[src/logic/scp_defs.vh]
// Constants for the system clock prescaler: register map, fields, timing.
// Assumes inclusion by the prescaler design files only.
`ifndef SCP_DEFS_VH
`define SCP_DEFS_VH

// ----------------------------------------------------------------
// Register map
// ----------------------------------------------------------------
`define SCP_CTRL_OFFSET      12'h000
`define SCP_STATUS_OFFSET    12'h004

// ----------------------------------------------------------------
// Control register fields
// ----------------------------------------------------------------
`define SCP_UNLOCK_BIT       7
`define SCP_RSVD_MSB         6
`define SCP_RSVD_LSB         4
`define SCP_SEL_MSB          3
`define SCP_SEL_LSB          0
`define SCP_UNLOCK_PATTERN   8'h80
`define SCP_SEL_RESET_PLAIN  4'h0
`define SCP_SEL_RESET_DIV8   4'h3
`define SCP_SEL_MAX          4'h8

// ----------------------------------------------------------------
// Timing
// ----------------------------------------------------------------
`define SCP_UNLOCK_CYCLES    3'h4
`define SCP_FUSE_SETTLE      2'h3

`endif

[src/logic/scp_divider.v]
// Glitch-free power-of-two divider producing a clock enable and clock level.
// Assumes select is static or changes only at any cycle; switch is deferred.
`timescale 1ns/1ps
`default_nettype none
`include "scp_defs.vh"

module scp_divider
(
    input  wire       pclk,
    input  wire       presetn,
    input  wire [3:0] sel,
    output reg        clk_en,
    output reg        clk_div,
    output reg  [3:0] active_sel
);

    reg [7:0] cnt_reg;
    reg [7:0] cnt_next;
    wire [7:0] last_cnt;

    // ----------------------------------------------------------------
    // Count window ends at 2^sel - 1
    // ----------------------------------------------------------------
    assign last_cnt = (8'h01 << active_sel[2:0]) - 8'h01 | {8{active_sel[3]}};

    always @*
    begin
        cnt_next = cnt_reg + 8'h01;
        if (cnt_reg == last_cnt)
        begin
            cnt_next = 8'h00;
        end
    end

    // New factor only taken at the end of a full period, so no short pulse
    always @(posedge pclk or negedge presetn)
    begin
        if (!presetn)
        begin
            cnt_reg    <= 8'h00;
            clk_en     <= 1'b0;
            clk_div    <= 1'b0;
            active_sel <= 4'h0;
        end
        else
        begin
            cnt_reg <= cnt_next;
            clk_en  <= (cnt_reg == last_cnt);
            clk_div <= (active_sel == 4'h0) ? ~clk_div :
                       (cnt_next > (last_cnt >> 1));
            if (cnt_reg == last_cnt)
            begin
                active_sel <= sel;
                cnt_reg    <= 8'h00;
            end
        end
    end

endmodule // scp_divider

`default_nettype wire

[src/logic/scp_prescaler.v]
// System clock prescaler: APB control register with timed unlock, and divider.
// Assumes pclk is the undivided source clock and presetn the system reset.
//
// Functional notes
// - Unlock bit sets only on a write of exactly 0x80 to the control register.
// - Unlock bit clears four cycles after set, or on a select write.
// - Rewriting unlock while it runs neither restarts nor clears the window.
// - Select field accepts writes only while unlock bit is set.
// - Bits 6 to 4 are reserved and read as zero.
// - Select 0..8 divides by two to the select; 9..15 reserved.
// - Select resets to 0000, or 0011 when the divide-by-eight fuse is set.
// - Any select value may be written after reset, whatever the fuse.
// - Division drives the system clock and may change at run time.
`timescale 1ns/1ps
`default_nettype none
`include "scp_defs.vh"

module scp_prescaler
(
    input  wire        pclk,
    input  wire        presetn,
    input  wire        psel,
    input  wire        penable,
    input  wire        pwrite,
    input  wire [11:0] paddr,
    input  wire [31:0] pwdata,
    input  wire [3:0]  pstrb,
    output reg  [31:0] prdata,
    output reg         pready,
    output reg         pslverr,
    input  wire        start_divide_by_eight_fuse,
    output reg         sys_clk_en,
    output reg         sys_clk
);

    // ----------------------------------------------------------------
    // Fuse synchroniser and reset capture
    // ----------------------------------------------------------------
    reg        fuse_s1_reg;
    reg        fuse_s2_reg;
    reg        fuse_s3_reg;
    reg        fuse_loaded_reg;
    reg [1:0]  fuse_wait_reg;
    wire       fuse_agree;
    reg        unlock_reg;
    reg [2:0]  unlock_cnt_reg;
    reg [3:0]  division_select_bits;
    reg [3:0]  select_next;
    reg        unlock_next;
    reg [2:0]  unlock_cnt_next;
    wire       div_en;
    wire       div_clk;
    wire [3:0] div_active;
    wire       wr_access;
    wire       rd_access;
    wire       hit_ctrl;
    wire       hit_status;
    wire [7:0] wbyte;

    function [3:0] clamp_sel;
        input [3:0] v;
        begin
            // Reserved codes fall back to the largest factor, the safe side
            clamp_sel = (v > `SCP_SEL_MAX) ? `SCP_SEL_MAX : v;
        end
    endfunction

    // The fuse is a static strap; it is caught after reset release
    always @(posedge pclk or negedge presetn)
    begin
        if (!presetn)
        begin
            fuse_s1_reg   <= 1'b0;
            fuse_s2_reg   <= 1'b0;
            fuse_s3_reg   <= 1'b0;
            fuse_wait_reg <= 2'h0;
        end
        else
        begin
            fuse_s1_reg <= start_divide_by_eight_fuse;
            fuse_s2_reg <= fuse_s1_reg;
            fuse_s3_reg <= fuse_s2_reg;
            // Reset values still in the chain must not count as agreement
            if (fuse_wait_reg != `SCP_FUSE_SETTLE)
            begin
                fuse_wait_reg <= fuse_wait_reg + 2'h1;
            end
        end
    end

    assign fuse_agree = (fuse_wait_reg == `SCP_FUSE_SETTLE) && (fuse_s2_reg == fuse_s3_reg);

    // ----------------------------------------------------------------
    // APB decode
    // ----------------------------------------------------------------
    assign wr_access  = psel & penable & pwrite;
    assign rd_access  = psel & ~penable & ~pwrite;
    assign hit_ctrl   = (paddr == `SCP_CTRL_OFFSET);
    assign hit_status = (paddr == `SCP_STATUS_OFFSET);
    assign wbyte      = pstrb[0] ? pwdata[7:0] : 8'h00;

    // ----------------------------------------------------------------
    // Unlock window and select field
    // ----------------------------------------------------------------
    always @*
    begin
        select_next     = division_select_bits;
        unlock_next     = unlock_reg;
        unlock_cnt_next = unlock_cnt_reg;
        if (unlock_reg)
        begin
            unlock_cnt_next = unlock_cnt_reg - 3'h1;
            if (unlock_cnt_reg == 3'h1)
            begin
                unlock_next = 1'b0;
            end
        end
        if (wr_access && hit_ctrl && pstrb[0])
        begin
            if (wbyte == `SCP_UNLOCK_PATTERN)
            begin
                if (!unlock_reg)
                begin
                    unlock_next     = 1'b1;
                    unlock_cnt_next = `SCP_UNLOCK_CYCLES;
                end
                // A repeat unlock keeps the running window untouched
            end
            else if (unlock_reg && !wbyte[`SCP_UNLOCK_BIT])
            begin
                select_next     = clamp_sel(wbyte[3:0]);
                unlock_next     = 1'b0;
                unlock_cnt_next = 3'h0;
            end
        end
    end

    always @(posedge pclk or negedge presetn)
    begin
        if (!presetn)
        begin
            fuse_loaded_reg      <= 1'b0;
            unlock_reg           <= 1'b0;
            unlock_cnt_reg       <= 3'h0;
            division_select_bits <= `SCP_SEL_RESET_DIV8;
        end
        else if (!fuse_loaded_reg)
        begin
            // Select holds divide-by-eight until the strap is known; only the divider's first cycle after reset runs at divide-by-one
            fuse_loaded_reg <= fuse_agree;
            if (fuse_agree)
            begin
                division_select_bits <= fuse_s3_reg ? `SCP_SEL_RESET_DIV8
                                                    : `SCP_SEL_RESET_PLAIN;
            end
        end
        else
        begin
            unlock_reg           <= unlock_next;
            unlock_cnt_reg       <= unlock_cnt_next;
            division_select_bits <= select_next;
        end
    end

    // ----------------------------------------------------------------
    // Read path, one wait-free access phase
    // ----------------------------------------------------------------
    always @(posedge pclk or negedge presetn)
    begin
        if (!presetn)
        begin
            prdata  <= 32'h0000_0000;
            pready  <= 1'b0;
            pslverr <= 1'b0;
        end
        else
        begin
            pready  <= psel & ~penable;
            pslverr <= psel & ~penable & ~hit_ctrl & ~hit_status;
            if (rd_access && hit_ctrl)
            begin
                prdata <= {24'h00_0000, unlock_reg, 3'h0, division_select_bits};
            end
            else if (rd_access && hit_status)
            begin
                prdata <= {28'h000_0000, div_active};
            end
            else if (rd_access)
            begin
                prdata <= 32'h0000_0000;
            end
        end
    end

    // ----------------------------------------------------------------
    // Divider and system clock outputs
    // ----------------------------------------------------------------
    scp_divider u_divider
    (
        .pclk       (pclk),
        .presetn    (presetn),
        .sel        (division_select_bits),
        .clk_en     (div_en),
        .clk_div    (div_clk),
        .active_sel (div_active)
    );

    always @(posedge pclk or negedge presetn)
    begin
        if (!presetn)
        begin
            sys_clk_en <= 1'b0;
            sys_clk    <= 1'b0;
        end
        else
        begin
            sys_clk_en <= div_en;
            sys_clk    <= div_clk;
        end
    end

endmodule // scp_prescaler

`default_nettype wire

[config.mk]
export PLATFORM = sky130hd
export DESIGN_NAME = scp_prescaler
export DESIGN_NICKNAME = d
export VERILOG_FILES = /design/src/logic/scp_divider.v /design/src/logic/scp_prescaler.v
export VERILOG_INCLUDE_DIRS = /design/src /design/src/logic
export SDC_FILE = /design/constraint.sdc
export NUM_CORES = 1
export LEC_CHECK = 0
export BUFFER_PORTS_ARGS = -buffer_cell sky130_fd_sc_hd__clkbuf_2
export CORE_ASPECT_RATIO = 1.5
export CORE_MARGIN = 3
export CORE_UTILIZATION = 50
export CTS_CLUSTER_SIZE = 24
export DETAILED_ROUTE_END_ITERATION = 7
export GPL_TIMING_DRIVEN = 0
export PLACE_DENSITY = 0.89
export RECOVER_POWER = 100
export SYNTH_ARGS = -nofsm -noshare
export SYNTH_HDL_FRONTEND = slang
export SYNTH_SLANG_ARGS = --single-unit
[constraint.sdc]
create_clock -name pclk -period 11.2 [get_ports pclk]
set_input_delay 1.12 -clock pclk [delete_from_list [all_inputs] [get_ports pclk]]
set_output_delay 1.12 -clock pclk [all_outputs]
set_load 0.005 [all_outputs]
### Yosys cells after proc, flatten, opt, wreduce, memory -nomap -nowiden

Index checks and enable logic that the tools add are counted.
W data, S select, Z words.

* register bits after elaboration: 64
* input port bits: 54
* output and inout bits: 36
* logic and storage cells: 84

* add/sub/neg operators: 4
* $lt $le $gt $ge: 2
* equal/unequal tests: 10
* shifts and indexed selects: 1
* muxes and demuxes: 26
* bitwise gates (word level): 12
* reductions and logical operators: 12

Operators with widths (number)
* $mux W32: 3
* $mux W4: 6
* $mux W8: 3
* $mux W3: 5
* $eq A12 B3 Y1 const B: 1
* $logic_not A12 Y1: 1
* $add A8 B1 Y8 const B: 1
* $eq A8 B8 Y1: 1
* $eq A8 B8 Y1 const B: 1
* $gt A8 B7 Y1: 1
* $mux W1: 8
* $or A8 B8 Y8: 1
* $shl A1 B3 Y8 const A: 1
* $sub A8 B1 Y8 const B: 1
* $and A1 B1 Y1: 6
* $logic_and A1 B1 Y1: 6
* $not A1 Y1: 5
* $gt A4 B4 Y1 const B: 1
* $logic_not A4 Y1: 1
* $ne A2 B1 Y1 const B: 2
* $ne A2 B2 Y1 const B: 2
* $reduce_and A4 Y1: 1
* $eq A3 B1 Y1 const B: 1
* $reduce_bool A3 Y1: 1
* other kinds (7): 7

### Logic depth before layout (Yosys ltp)

Gate-level depths: netlist (run 1).

* depth in word-level cells: 7
* gate-level depth with buffers: 18
* depth with buffers taken out: 15

### Modules after synthesis

Synthesis (run 1) repeated with hierarchy kept, for this count alone.

* cell total of the unflattened synthesis: 251
* area, all modules: 2507.4 um^2

Modules (own cells, without submodules)
* scp_prescaler: times used 1, cells each 144, area each 1465.2 um^2, sequential area each 578.1 um^2
* scp_divider: times used 1, cells each 107, area each 1042.2 um^2, sequential area each 350.3 um^2

### Worst setup path before layout (run 1)

OpenSTA, ideal clock, no wires.

* path type: flip-flop to flip-flop
* from: register u_divider.active_sel[0]
* to: register u_divider.clk_div
* setup time: 0.126 ns
* arrival: 3.545 ns
* required time: 11.074 ns
* slack: 7.528 ns
* stages on the path, launching flop included: 18
* path buffers: 3
* clock period less this slack: 3.672 ns
* cell sequence: dfrtp_1 -> buf_2 -> or3_2 -> ha_1 -> clkbuf_2 -> o211a_1 -> a2111oi_4 -> xnor2_1 -> nor4_4 -> buf_6 -> nor2_1 -> ha_1 -> a21oi_1 -> nor2b_1 -> o21ai_0 -> o211ai_1 -> a21oi_1 -> o31ai_1

* longest elaborated chain between the ends: 7
* elaborated cells on any way between the ends: 8
* those cells by class: 1 x add/sub; 1 x order compare; 1 x eq/ne; 1 x shift; 2 x mux; 1 x bitwise; 1 x reduce/logical

RTL lines
* start: declaration: RTL line scp_divider.v:14 `output reg [3:0] active_sel`
* start signal: assignment: RTL line scp_divider.v:53 `active_sel <= sel;`
* $shl A1 B3 Y8: RTL line scp_divider.v:24 `assign last_cnt = (8'h01 << active_sel[2:0]) - 8'h01 | {8{active_sel[3]}};`
* $sub A8 B1 Y8: RTL line scp_divider.v:24
* $or A8 B8 Y8: RTL line scp_divider.v:24
* $eq A8 B8 Y1: RTL line scp_divider.v:29 `if (cnt_reg == last_cnt)`
* $mux W8: RTL line scp_divider.v:29
* $gt A8 B7 Y1: RTL line scp_divider.v:50 `(cnt_next > (last_cnt >> 1));`
* $mux W1 (*): RTL line scp_divider.v:49 `clk_div <= (active_sel == 4'h0) ? ~clk_div :`
* end signal: assignment: RTL line scp_divider.v:49
* end: declaration: RTL line scp_divider.v:13 `output reg clk_div,`

Mark *: on every way between the ends. The rest lies on a longest branch, timed or not.
A chain may end at the register's enable or synchronous reset.

### Final worst setup path (run 1)

Ends and elaborated chain as after synthesis.

==> results of run 1 <==
[critical path, stage by stage, from the launching register on]
cell	delay, ns
dfrtp_1	0.36
clkbuf_1	0.19
or3_2	0.55
ha_1	0.22
clkbuf_1	0.20
xnor2_1	0.17
a221oi_1	0.47
xnor2_1	0.13
nor4_1	0.75
clkbuf_1	0.48
nor2_1	0.14
ha_1	0.34
a21oi_1	0.18
nor2b_1	0.07
o21ai_0	0.17
o211ai_1	0.15
a21oi_1	0.15
o31ai_1	0.08
[worst min path at each step]
stage | from | to | depth (start not counted)
final | u_divider.clk_en$_DFF_PN0_ | sys_clk_en$_DFF_PN0_ | 0
after global routing | u_divider.clk_en$_DFF_PN0_ | sys_clk_en$_DFF_PN0_ | 0
after CTS | u_divider.clk_en$_DFF_PN0_ | sys_clk_en$_DFF_PN0_ | 0
after detailed placement | u_divider.clk_en$_DFF_PN0_ | sys_clk_en$_DFF_PN0_ | 0
after global placement | u_divider.clk_en$_DFF_PN0_ | sys_clk_en$_DFF_PN0_ | 0
after floorplan | fuse_s1_reg$_DFF_PN0_ | fuse_s2_reg$_DFF_PN0_ | 0
[cells by family after synthesis]
kind of cell	Yosys count
AOI/OAI and AO/OA	38
xor gates and xnor gates	14
adders and majority gates	13
buffers and inverters	45
DFF	37
muxes	10
other	1
and+or+nand+nor	74
[per-stage QoR]
stage	hold slack, ns	util [%]	cell area [sq um]	instances	setup WS, ns
6_report	0.349	61.9	2670	346	6.29
2_1_floorplan	0.331	-	2370	258	7.53
3_3_place_gp	0.333	60.1	2590	338	7.19
3_5_place_dp	0.336	60.1	2590	338	7.10
4_1_cts	0.352	62.8	2710	346	7.07
5_1_grt	0.360	61.9	2670	346	5.91
[final cells by class]
type / instances / area [sq um] / area share [%]
multi-input cells: 176 / 1130 / 42.4
flip-flops and latches: 37 / 928 / 34.7
plain buffers: 37 / 249 / 9.32
repair buffers: 34 / 158 / 5.90
clock buffers: 7 / 86.3 / 3.23
well taps: 46 / 57.6 / 2.15
clock inverters: 1 / 30.0 / 1.12
inverters: 8 / 30.0 / 1.12
[layer usage]
layer	share of wire, %	vias up
met5	0	-
met4	2.3	0
met3	4.9	10
met2	55	46
met1	38	830
li1	-	891
[layout by cell type (no fill, tap or decap), types with 2 or more instances in the layout]
cell type and count:
a21oi_1 15, a31o_2 2, and2_1 2, and3_1 4
buf_4 27, clkbuf_1 19, clkbuf_2 24, clkbuf_8 6
conb_1 27, dfrtp_1 35, dfstp_2 2, ha_1 13
inv_1 7, mux2_2 5, mux2i_1 5, nand2_1 13
nand2b_1 3, nand3_1 7, nand4_1 3, nor2_1 20
nor2b_1 4, nor3_1 4, nor4_1 5, nor4b_1 2
o21ai_0 5, o31ai_1 7, or2_2 3, xnor2_1 8
xor2_1 6
[power by group through the flow]
| stage | combinational (mW) | clock [mW] | sequential [mW] |
|---|---|---|---|
| floorplan | 0.0148 | 0 | 0.141 |
| global placement | 0.0232 | 0 | 0.142 |
| detailed placement | 0.0237 | 0 | 0.142 |
| CTS | 0.0238 | 0.123 | 0.139 |
| global route | 0.0272 | 0.128 | 0.140 |
| finish | 0.0237 | 0.119 | 0.139 |
==> impl_metrics.yaml, run 1 <==
status:
  status: "finished, violations left"
  failed_checks: "max-capacitance violations, max-slew violations"
critical_path:
  reg2reg_from: "u_divider.active_sel[0]$_DFFE_PN0N_"
  critical_path_class: "flop to flop"
  cp_max_fo: 10
  rr_endpoint: "u_divider.clk_div$_DFF_PN0_"
  crit_path_start: "u_divider.active_sel[0]$_DFFE_PN0N_"
  crit_path_end_kind: "flop"
  reg2reg_depth: 17
  crit_required_ns: 11.35
  r2r_slack_ns: 6.29
  critPathLaunchType: "flop"
  worstPathArrival_ns: 5.06
  crit_end: "u_divider.clk_div$_DFF_PN0_"
floorplan:
  dieWidth_um: 61.0
  fp.dieH_um: 88.5
  start_util_pct: 52.5
  io_pins: 90
  dieArea_sq_mm: 0.00540
  std_cell_rows: 29
  core_sq_mm: 0.00432
power_and_ir_drop:
  power_density_mw_per_mm2: 105
  finalPower_mw: 0.282
  internal-power_mw: 0.222
  power_frac_clock_pct: 42.2
  power_leakage_nw: 1.34
  switching_share_pct: 21.0
  p_comb_share_pct: 8.4
  p_sw_mw: 0.0593
  p_seq_share_pct: 49.4
  ir_worst_vdd_mv: 0.0827
timing:
  setup_tns_ns: 0
  rsz0062_at_grt: "false"
  hold_violations: 0
  relSlewSlack_pct: -27.4
  skew_ns: 0.00754
  fin_crit_ns: 4.91
  worst_slew_pin_slew_ns: 1.91
  clock.fmax_ghz: 0.204
  slew_violations: 38
  fin_crit_sh_pct: 43.9
  finalSetupViolCount: 0
synth:
  synth-seq-cells: 37
  synthCells: 232
  synth.area.mux_share_pct: 4.69
  synth_common_cells: "35 x dfrtp_1, 27 x buf_4, 20 x nor2_1, 15 x a21oi_1"
  synth_edf_count: 0
  synth_top_area_cell: "dfrtp_1"
  synth_top_family_by_area: "simple AND/OR/NAND/NOR gates"
  postSynthAreaPerCell_sq_um: 9.78
  yosysSeqAreaShare_pct: 40.9
  yosys.area_share.simple_pct: 17.3
  synth_compound_area_share_pct: 11.6
  synthAdderAreaFrac_pct: 7.17
  yosysTopAreaCellShare_pct: 38.6
  ys_async_sr_fraction_pct: 100
  synth_flop_cell: "dfrtp_1"
  synth_most_common_cell: "dfrtp_1"
  synthXorXnorAreaFrac_pct: 5.41
  yosys-top-cells-area: "dfrtp_1 39%, buf_4 8.9%, ha_1 7.2%, a21oi_1 3.3%, nor2_1 3.3%"
  synth_warnings: 0
  synth_cell_type_count: 45
  synth.cell_area_sq_mm: 0.00227
flow_run:
  cap_violations: 1
global_routing:
  top_usage_layer: "met2"
  grt_pass1_vias: 1775
  grt_max_degree: 38
  antenna_found_initial: 0
  met1_usage_pct: 18.8
  gr-usage-met2_pct: 34.0
  overflow: 0
  met3_usage_pct: 4.38
  grt_usage_pct: 18.3
  grt_pass1_wl_um: 7470
clocking:
  root_buffer: "clkbuf_8"
  cts_hold_buf: 0
  cts.sinks: 37
  clk_latency_ns: 0.29
  cts_setup_buffers: 0
  cts_tree: "yes"
  clk_path_buf_depth: 2
  path_clk_slew_ns: 0.07
  post_cts_resized: 0
  cts_buffers: 5
  cts.htree.levels: 2
drt:
  vias: 1777
  vias_per_cell: 5.14
  wl_um: 4380
  drt-initial-drc-count: 76
  ant_nets: 0
  drt-wirelength-per-cell_um: 12.7
  drt-pass1-iter-count: 4
  drcViolationCount: 0
cells_and_area:
  drive_gt1_share_pct: 25.7
  syn2layout_area_growth_pct: 17.8
  fill_cells: 384
  antenna_cells: 0
  largest_reg_flops: 8
  nNetsFinal: 366
place:
  globalplace.congestion: 0.832
  hpwl_um: 3430
  place.port_buffers: 34
worst_hold_path:
  worstHoldPathType: "flop to flop"
No activity file was read; power rests on OpenSTA's default activity.
==> run 2, diff against run 1 <==
Settings changed: ABC_AREA set to 1, PLACE_DENSITY 0.89 to 0.87.
Clock period 11.2 ns to 4.7 ns, I/O delays scaled along.
==> run 2 against run 1 <==
Effect of this change: the run still ends with max-capacitance violations, max-slew violations left; sequential power rose to 3.3 times the previous value; synthesized area grew 12%; total power rose to 5.1 times the previous value; critical path depth increased by 6; highest routed layer unchanged; worst hold slack got worse by 0.066 ns; largest power group is now combinational cells.
==> impl_metrics.yaml, run 2 <==
cells_and_area:
  nNetsFinal: 474
  multiInputGateArea_sq_mm: 0.00121
  finalInstanceArea_sq_mm: 0.00298
  syn2layout_area_growth_pct: 17.3
  largest_reg_flops: 8
  final_common_cell: "nand2_1"
  antenna_cells: 0
  layout_common_cells: "84 x nand2_1, 54 x inv_1, 35 x dfrtp_1, 30 x nor2_1"
  drive_gt1_share_pct: 19.9
  register_area_sq_um: 928
  fill_cells: 442
  fin_cells: 474
place:
  dpl_cell_area_sq_mm: 0.00289
  globalplace.congestion: 0.903
  place.port_buffers: 34
  place_inst: 466
  hpwl_um: 4160
global_routing:
  grt_usage_pct: 18.6
  grt_pass1_vias: 2173
  antenna_found_initial: 0
  grt_pass1_wl_um: 8740
  grt_max_degree: 38
  overflow: 0
critical_path:
  critical_path_class: "flop to flop"
  cp_max_fo: 10
  cp_slowest_stage_delay_ns: 0.41
  critPathLaunchType: "flop"
  cp_top_family: "simple AND/OR/NAND/NOR gates"
  crit_chain: "clkbuf_1 -> nor2_1 -> nand2_1 -> ha_1 -> inv_1 -> nand4_1 -> nand3_1 -> nand2_1 -> nand2_1 -> nor2_1 -> nand2_1 -> clkbuf_1 -> nand2_1 -> nor2_1 -> ha_1 -> nand2_1 -> inv_1 -> o21bai_1 -> nand3_1 -> nand2_1 -> nand2_1 -> a21oi_1 -> a21oi_1"
  cp_num_buf_inv: 4
  crit_required_ns: 4.88
  crit_path_end_kind: "flop"
  crit_path_top_delay_cell: "clkbuf_1"
  worstPathArrival_ns: 3.78
  cp_common_cell: "nand2_1"
synth:
  yosysTopAreaCellShare_pct: 34.5
  synth-seq-cells: 37
  synthCells: 340
  synth_common_cells: "83 x nand2_1, 53 x inv_1, 35 x dfrtp_1, 28 x buf_4, 26 x nor2_1"
  synth.cell_area_sq_mm: 0.00254
  synth_top_area_cell: "dfrtp_1"
  postSynthAreaPerCell_sq_um: 7.46
  synth_warnings: 0
  synth_cell_type_count: 33
  yosysSeqAreaShare_pct: 36.6
  ys_async_sr_fraction_pct: 100
  synth_edf_count: 0
  synth_most_common_cell: "nand2_1"
  yosys-top-cells-area: "dfrtp_1 35%, nand2_1 12%, buf_4 8.3%, inv_1 7.8%, ha_1 6.4%"
  synth_flop_cell: "dfrtp_1"
timing:
  hold_violations: 0
  slew_violations: 38
  relSlewSlack_pct: -28.8
  rsz0062_at_grt: "false"
  fin_crit_sh_pct: 76.6
  fin_crit_ns: 3.60
  setup_tns_ns: 0
  clock.fmax_ghz: 0.278
  worst_slew_pin_slew_ns: 1.93
  finalSetupViolCount: 0
  skew_ns: 0.00905
drt:
  vias: 2292
  drt-initial-drc-count: 102
  drt-wirelength-per-cell_um: 10.9
  vias_per_cell: 4.84
  wl_um: 5160
  ant_nets: 0
  drt-pass1-iter-count: 4
  drcViolationCount: 0
status:
  failed_checks: "max-capacitance violations, max-slew violations"
  status: "finished, violations left"
power_and_ir_drop:
  p_comb_share_pct: 45.1
  p_sw_mw: 0.574
  internal-power_mw: 0.867
  switching_share_pct: 39.8
  power_density_mw_per_mm2: 484
  power_frac_clock_pct: 23.0
  p_seq_share_pct: 31.9
  ir_worst_vdd_mv: 0.272
  power_leakage_nw: 1.69
clocking:
  cts_tree: "yes"
  clk_latency_ns: 0.29
  cts.htree.levels: 2
  cts_hold_buf: 0
  path_clk_slew_ns: 0.08
  clk_path_buf_depth: 2
  cts_buffers: 5
  cts_setup_buffers: 0
  post_cts_resized: 0
  cts.sinks: 37
  root_buffer: "clkbuf_8"
flow_run:
  cap_violations: 1
floorplan:
  dieWidth_um: 64.2
  std_cell_rows: 31
  start_util_pct: 52.3
  io_pins: 90
  dieArea_sq_mm: 0.00598
  fp.dieH_um: 93.3
  core_sq_mm: 0.00485
worst_hold_path:
  worstHoldPathType: "primary input to flop"
-- run 2: cell count changes after synthesis, moves of 5 or more --
cell	before	now
a21oi_1	15	10
clkbuf_1	5	0
inv_1	7	53
mux2i_1	5	0
nand2_1	13	83
nand2_2	0	5
nand3_1	7	23
nor2_1	20	26
nor2_2	1	6
o21ai_0	5	11
o31ai_1	7	0
xnor2_1	8	1
-- run 2: per-stage QoR --
step	util [%]	setup WS, ns	hold slack (ns)	total power [mW]
floorplan	-	1.97	0.174	0.984
global placement	59.6	1.63	0.333	1.11
detailed placement	59.6	1.58	0.336	1.14
CTS	62.4	1.56	0.271	1.48
global route	61.4	0.774	0.262	1.58
finish	61.4	1.10	0.282	1.44
-- run 2: kinds of logic after synthesis --
logic type	after synthesis	share of synthesized area, %
multiplexers	1	0.444
other	1	0.148
AO/OA/AOI/OAI	36	9.02
AND/OR/NAND/NOR	159	27.7
flip-flops	37	36.6
adder cells (fa/ha/maj)	13	6.41
buffers and inverters	89	18.3
XOR/XNOR	4	1.38
-- run 2: final timing paths --
kind / from / to / slack (ns) / depth (start not counted)
max in group asynchronous: presetn / pslverr$_DFF_PN0_ / 2.88 / 1
hold / removal: start_divide_by_eight_fuse / fuse_s1_reg$_DFF_PN0_ / 0.28 / 1
min in group asynchronous: presetn / u_divider.cnt_reg[3]$_DFF_PN0_ / 0.70 / 1
setup / recovery: u_divider.active_sel[1]$_DFFE_PN0N_ / u_divider.clk_div$_DFF_PN0_ / 1.10 / 23
setup reg to reg: u_divider.active_sel[1]$_DFFE_PN0N_ / u_divider.clk_div$_DFF_PN0_ / 1.10 / 23
hold reg to reg: u_divider.clk_en$_DFF_PN0_ / sys_clk_en$_DFF_PN0_ / 0.35 / 0
-- run 2: cell type report --
cell class	count	share of cell area, %
clock buffers	5	2.31
repair buffers	34	5.47
multi-input cells	240	40.8
well taps	66	2.78
inverters	57	7.32
flip-flops and latches	37	31.2
clock inverters	3	2.31
plain buffers	32	7.82
-- run 2: metal layers --
| metal | track usage, % | up-vias | share of wire, % |
|---|---|---|---|
| li1 | - | 1163 | - |
| met3 | 3.97 | 24 | 4.2 |
| met5 | 0 | - | 0 |
| met1 | 17.2 | 1040 | 36 |
| met4 | 12.5 | 0 | 4.3 |
| met2 | 35.5 | 65 | 56 |
-- run 2: power by group through the flow --
stage	Sequential, mW	Clock, mW	Combinational, mW
final	0.460	0.332	0.649
after global routing	0.468	0.356	0.761
after CTS	0.459	0.339	0.681
after detailed placement	0.465	0	0.677
after global placement	0.462	0	0.647
after floorplan	0.449	0	0.535
-- run 2: worst reg2reg max path, cell delays in order (launching register included) --
cell and delay, ns:
dfrtp_1 0.37, clkbuf_1 0.20, nor2_1 0.30, nand2_1 0.10, ha_1 0.24, inv_1 0.12
nand4_1 0.14, nand3_1 0.12, nand2_1 0.06, nand2_1 0.06, nor2_1 0.04, nand2_1 0.15
clkbuf_1 0.41, nand2_1 0.09, nor2_1 0.19, ha_1 0.28, nand2_1 0.07, inv_1 0.03
o21bai_1 0.11, nand3_1 0.09, nand2_1 0.06, nand2_1 0.05, a21oi_1 0.12, a21oi_1 0.08
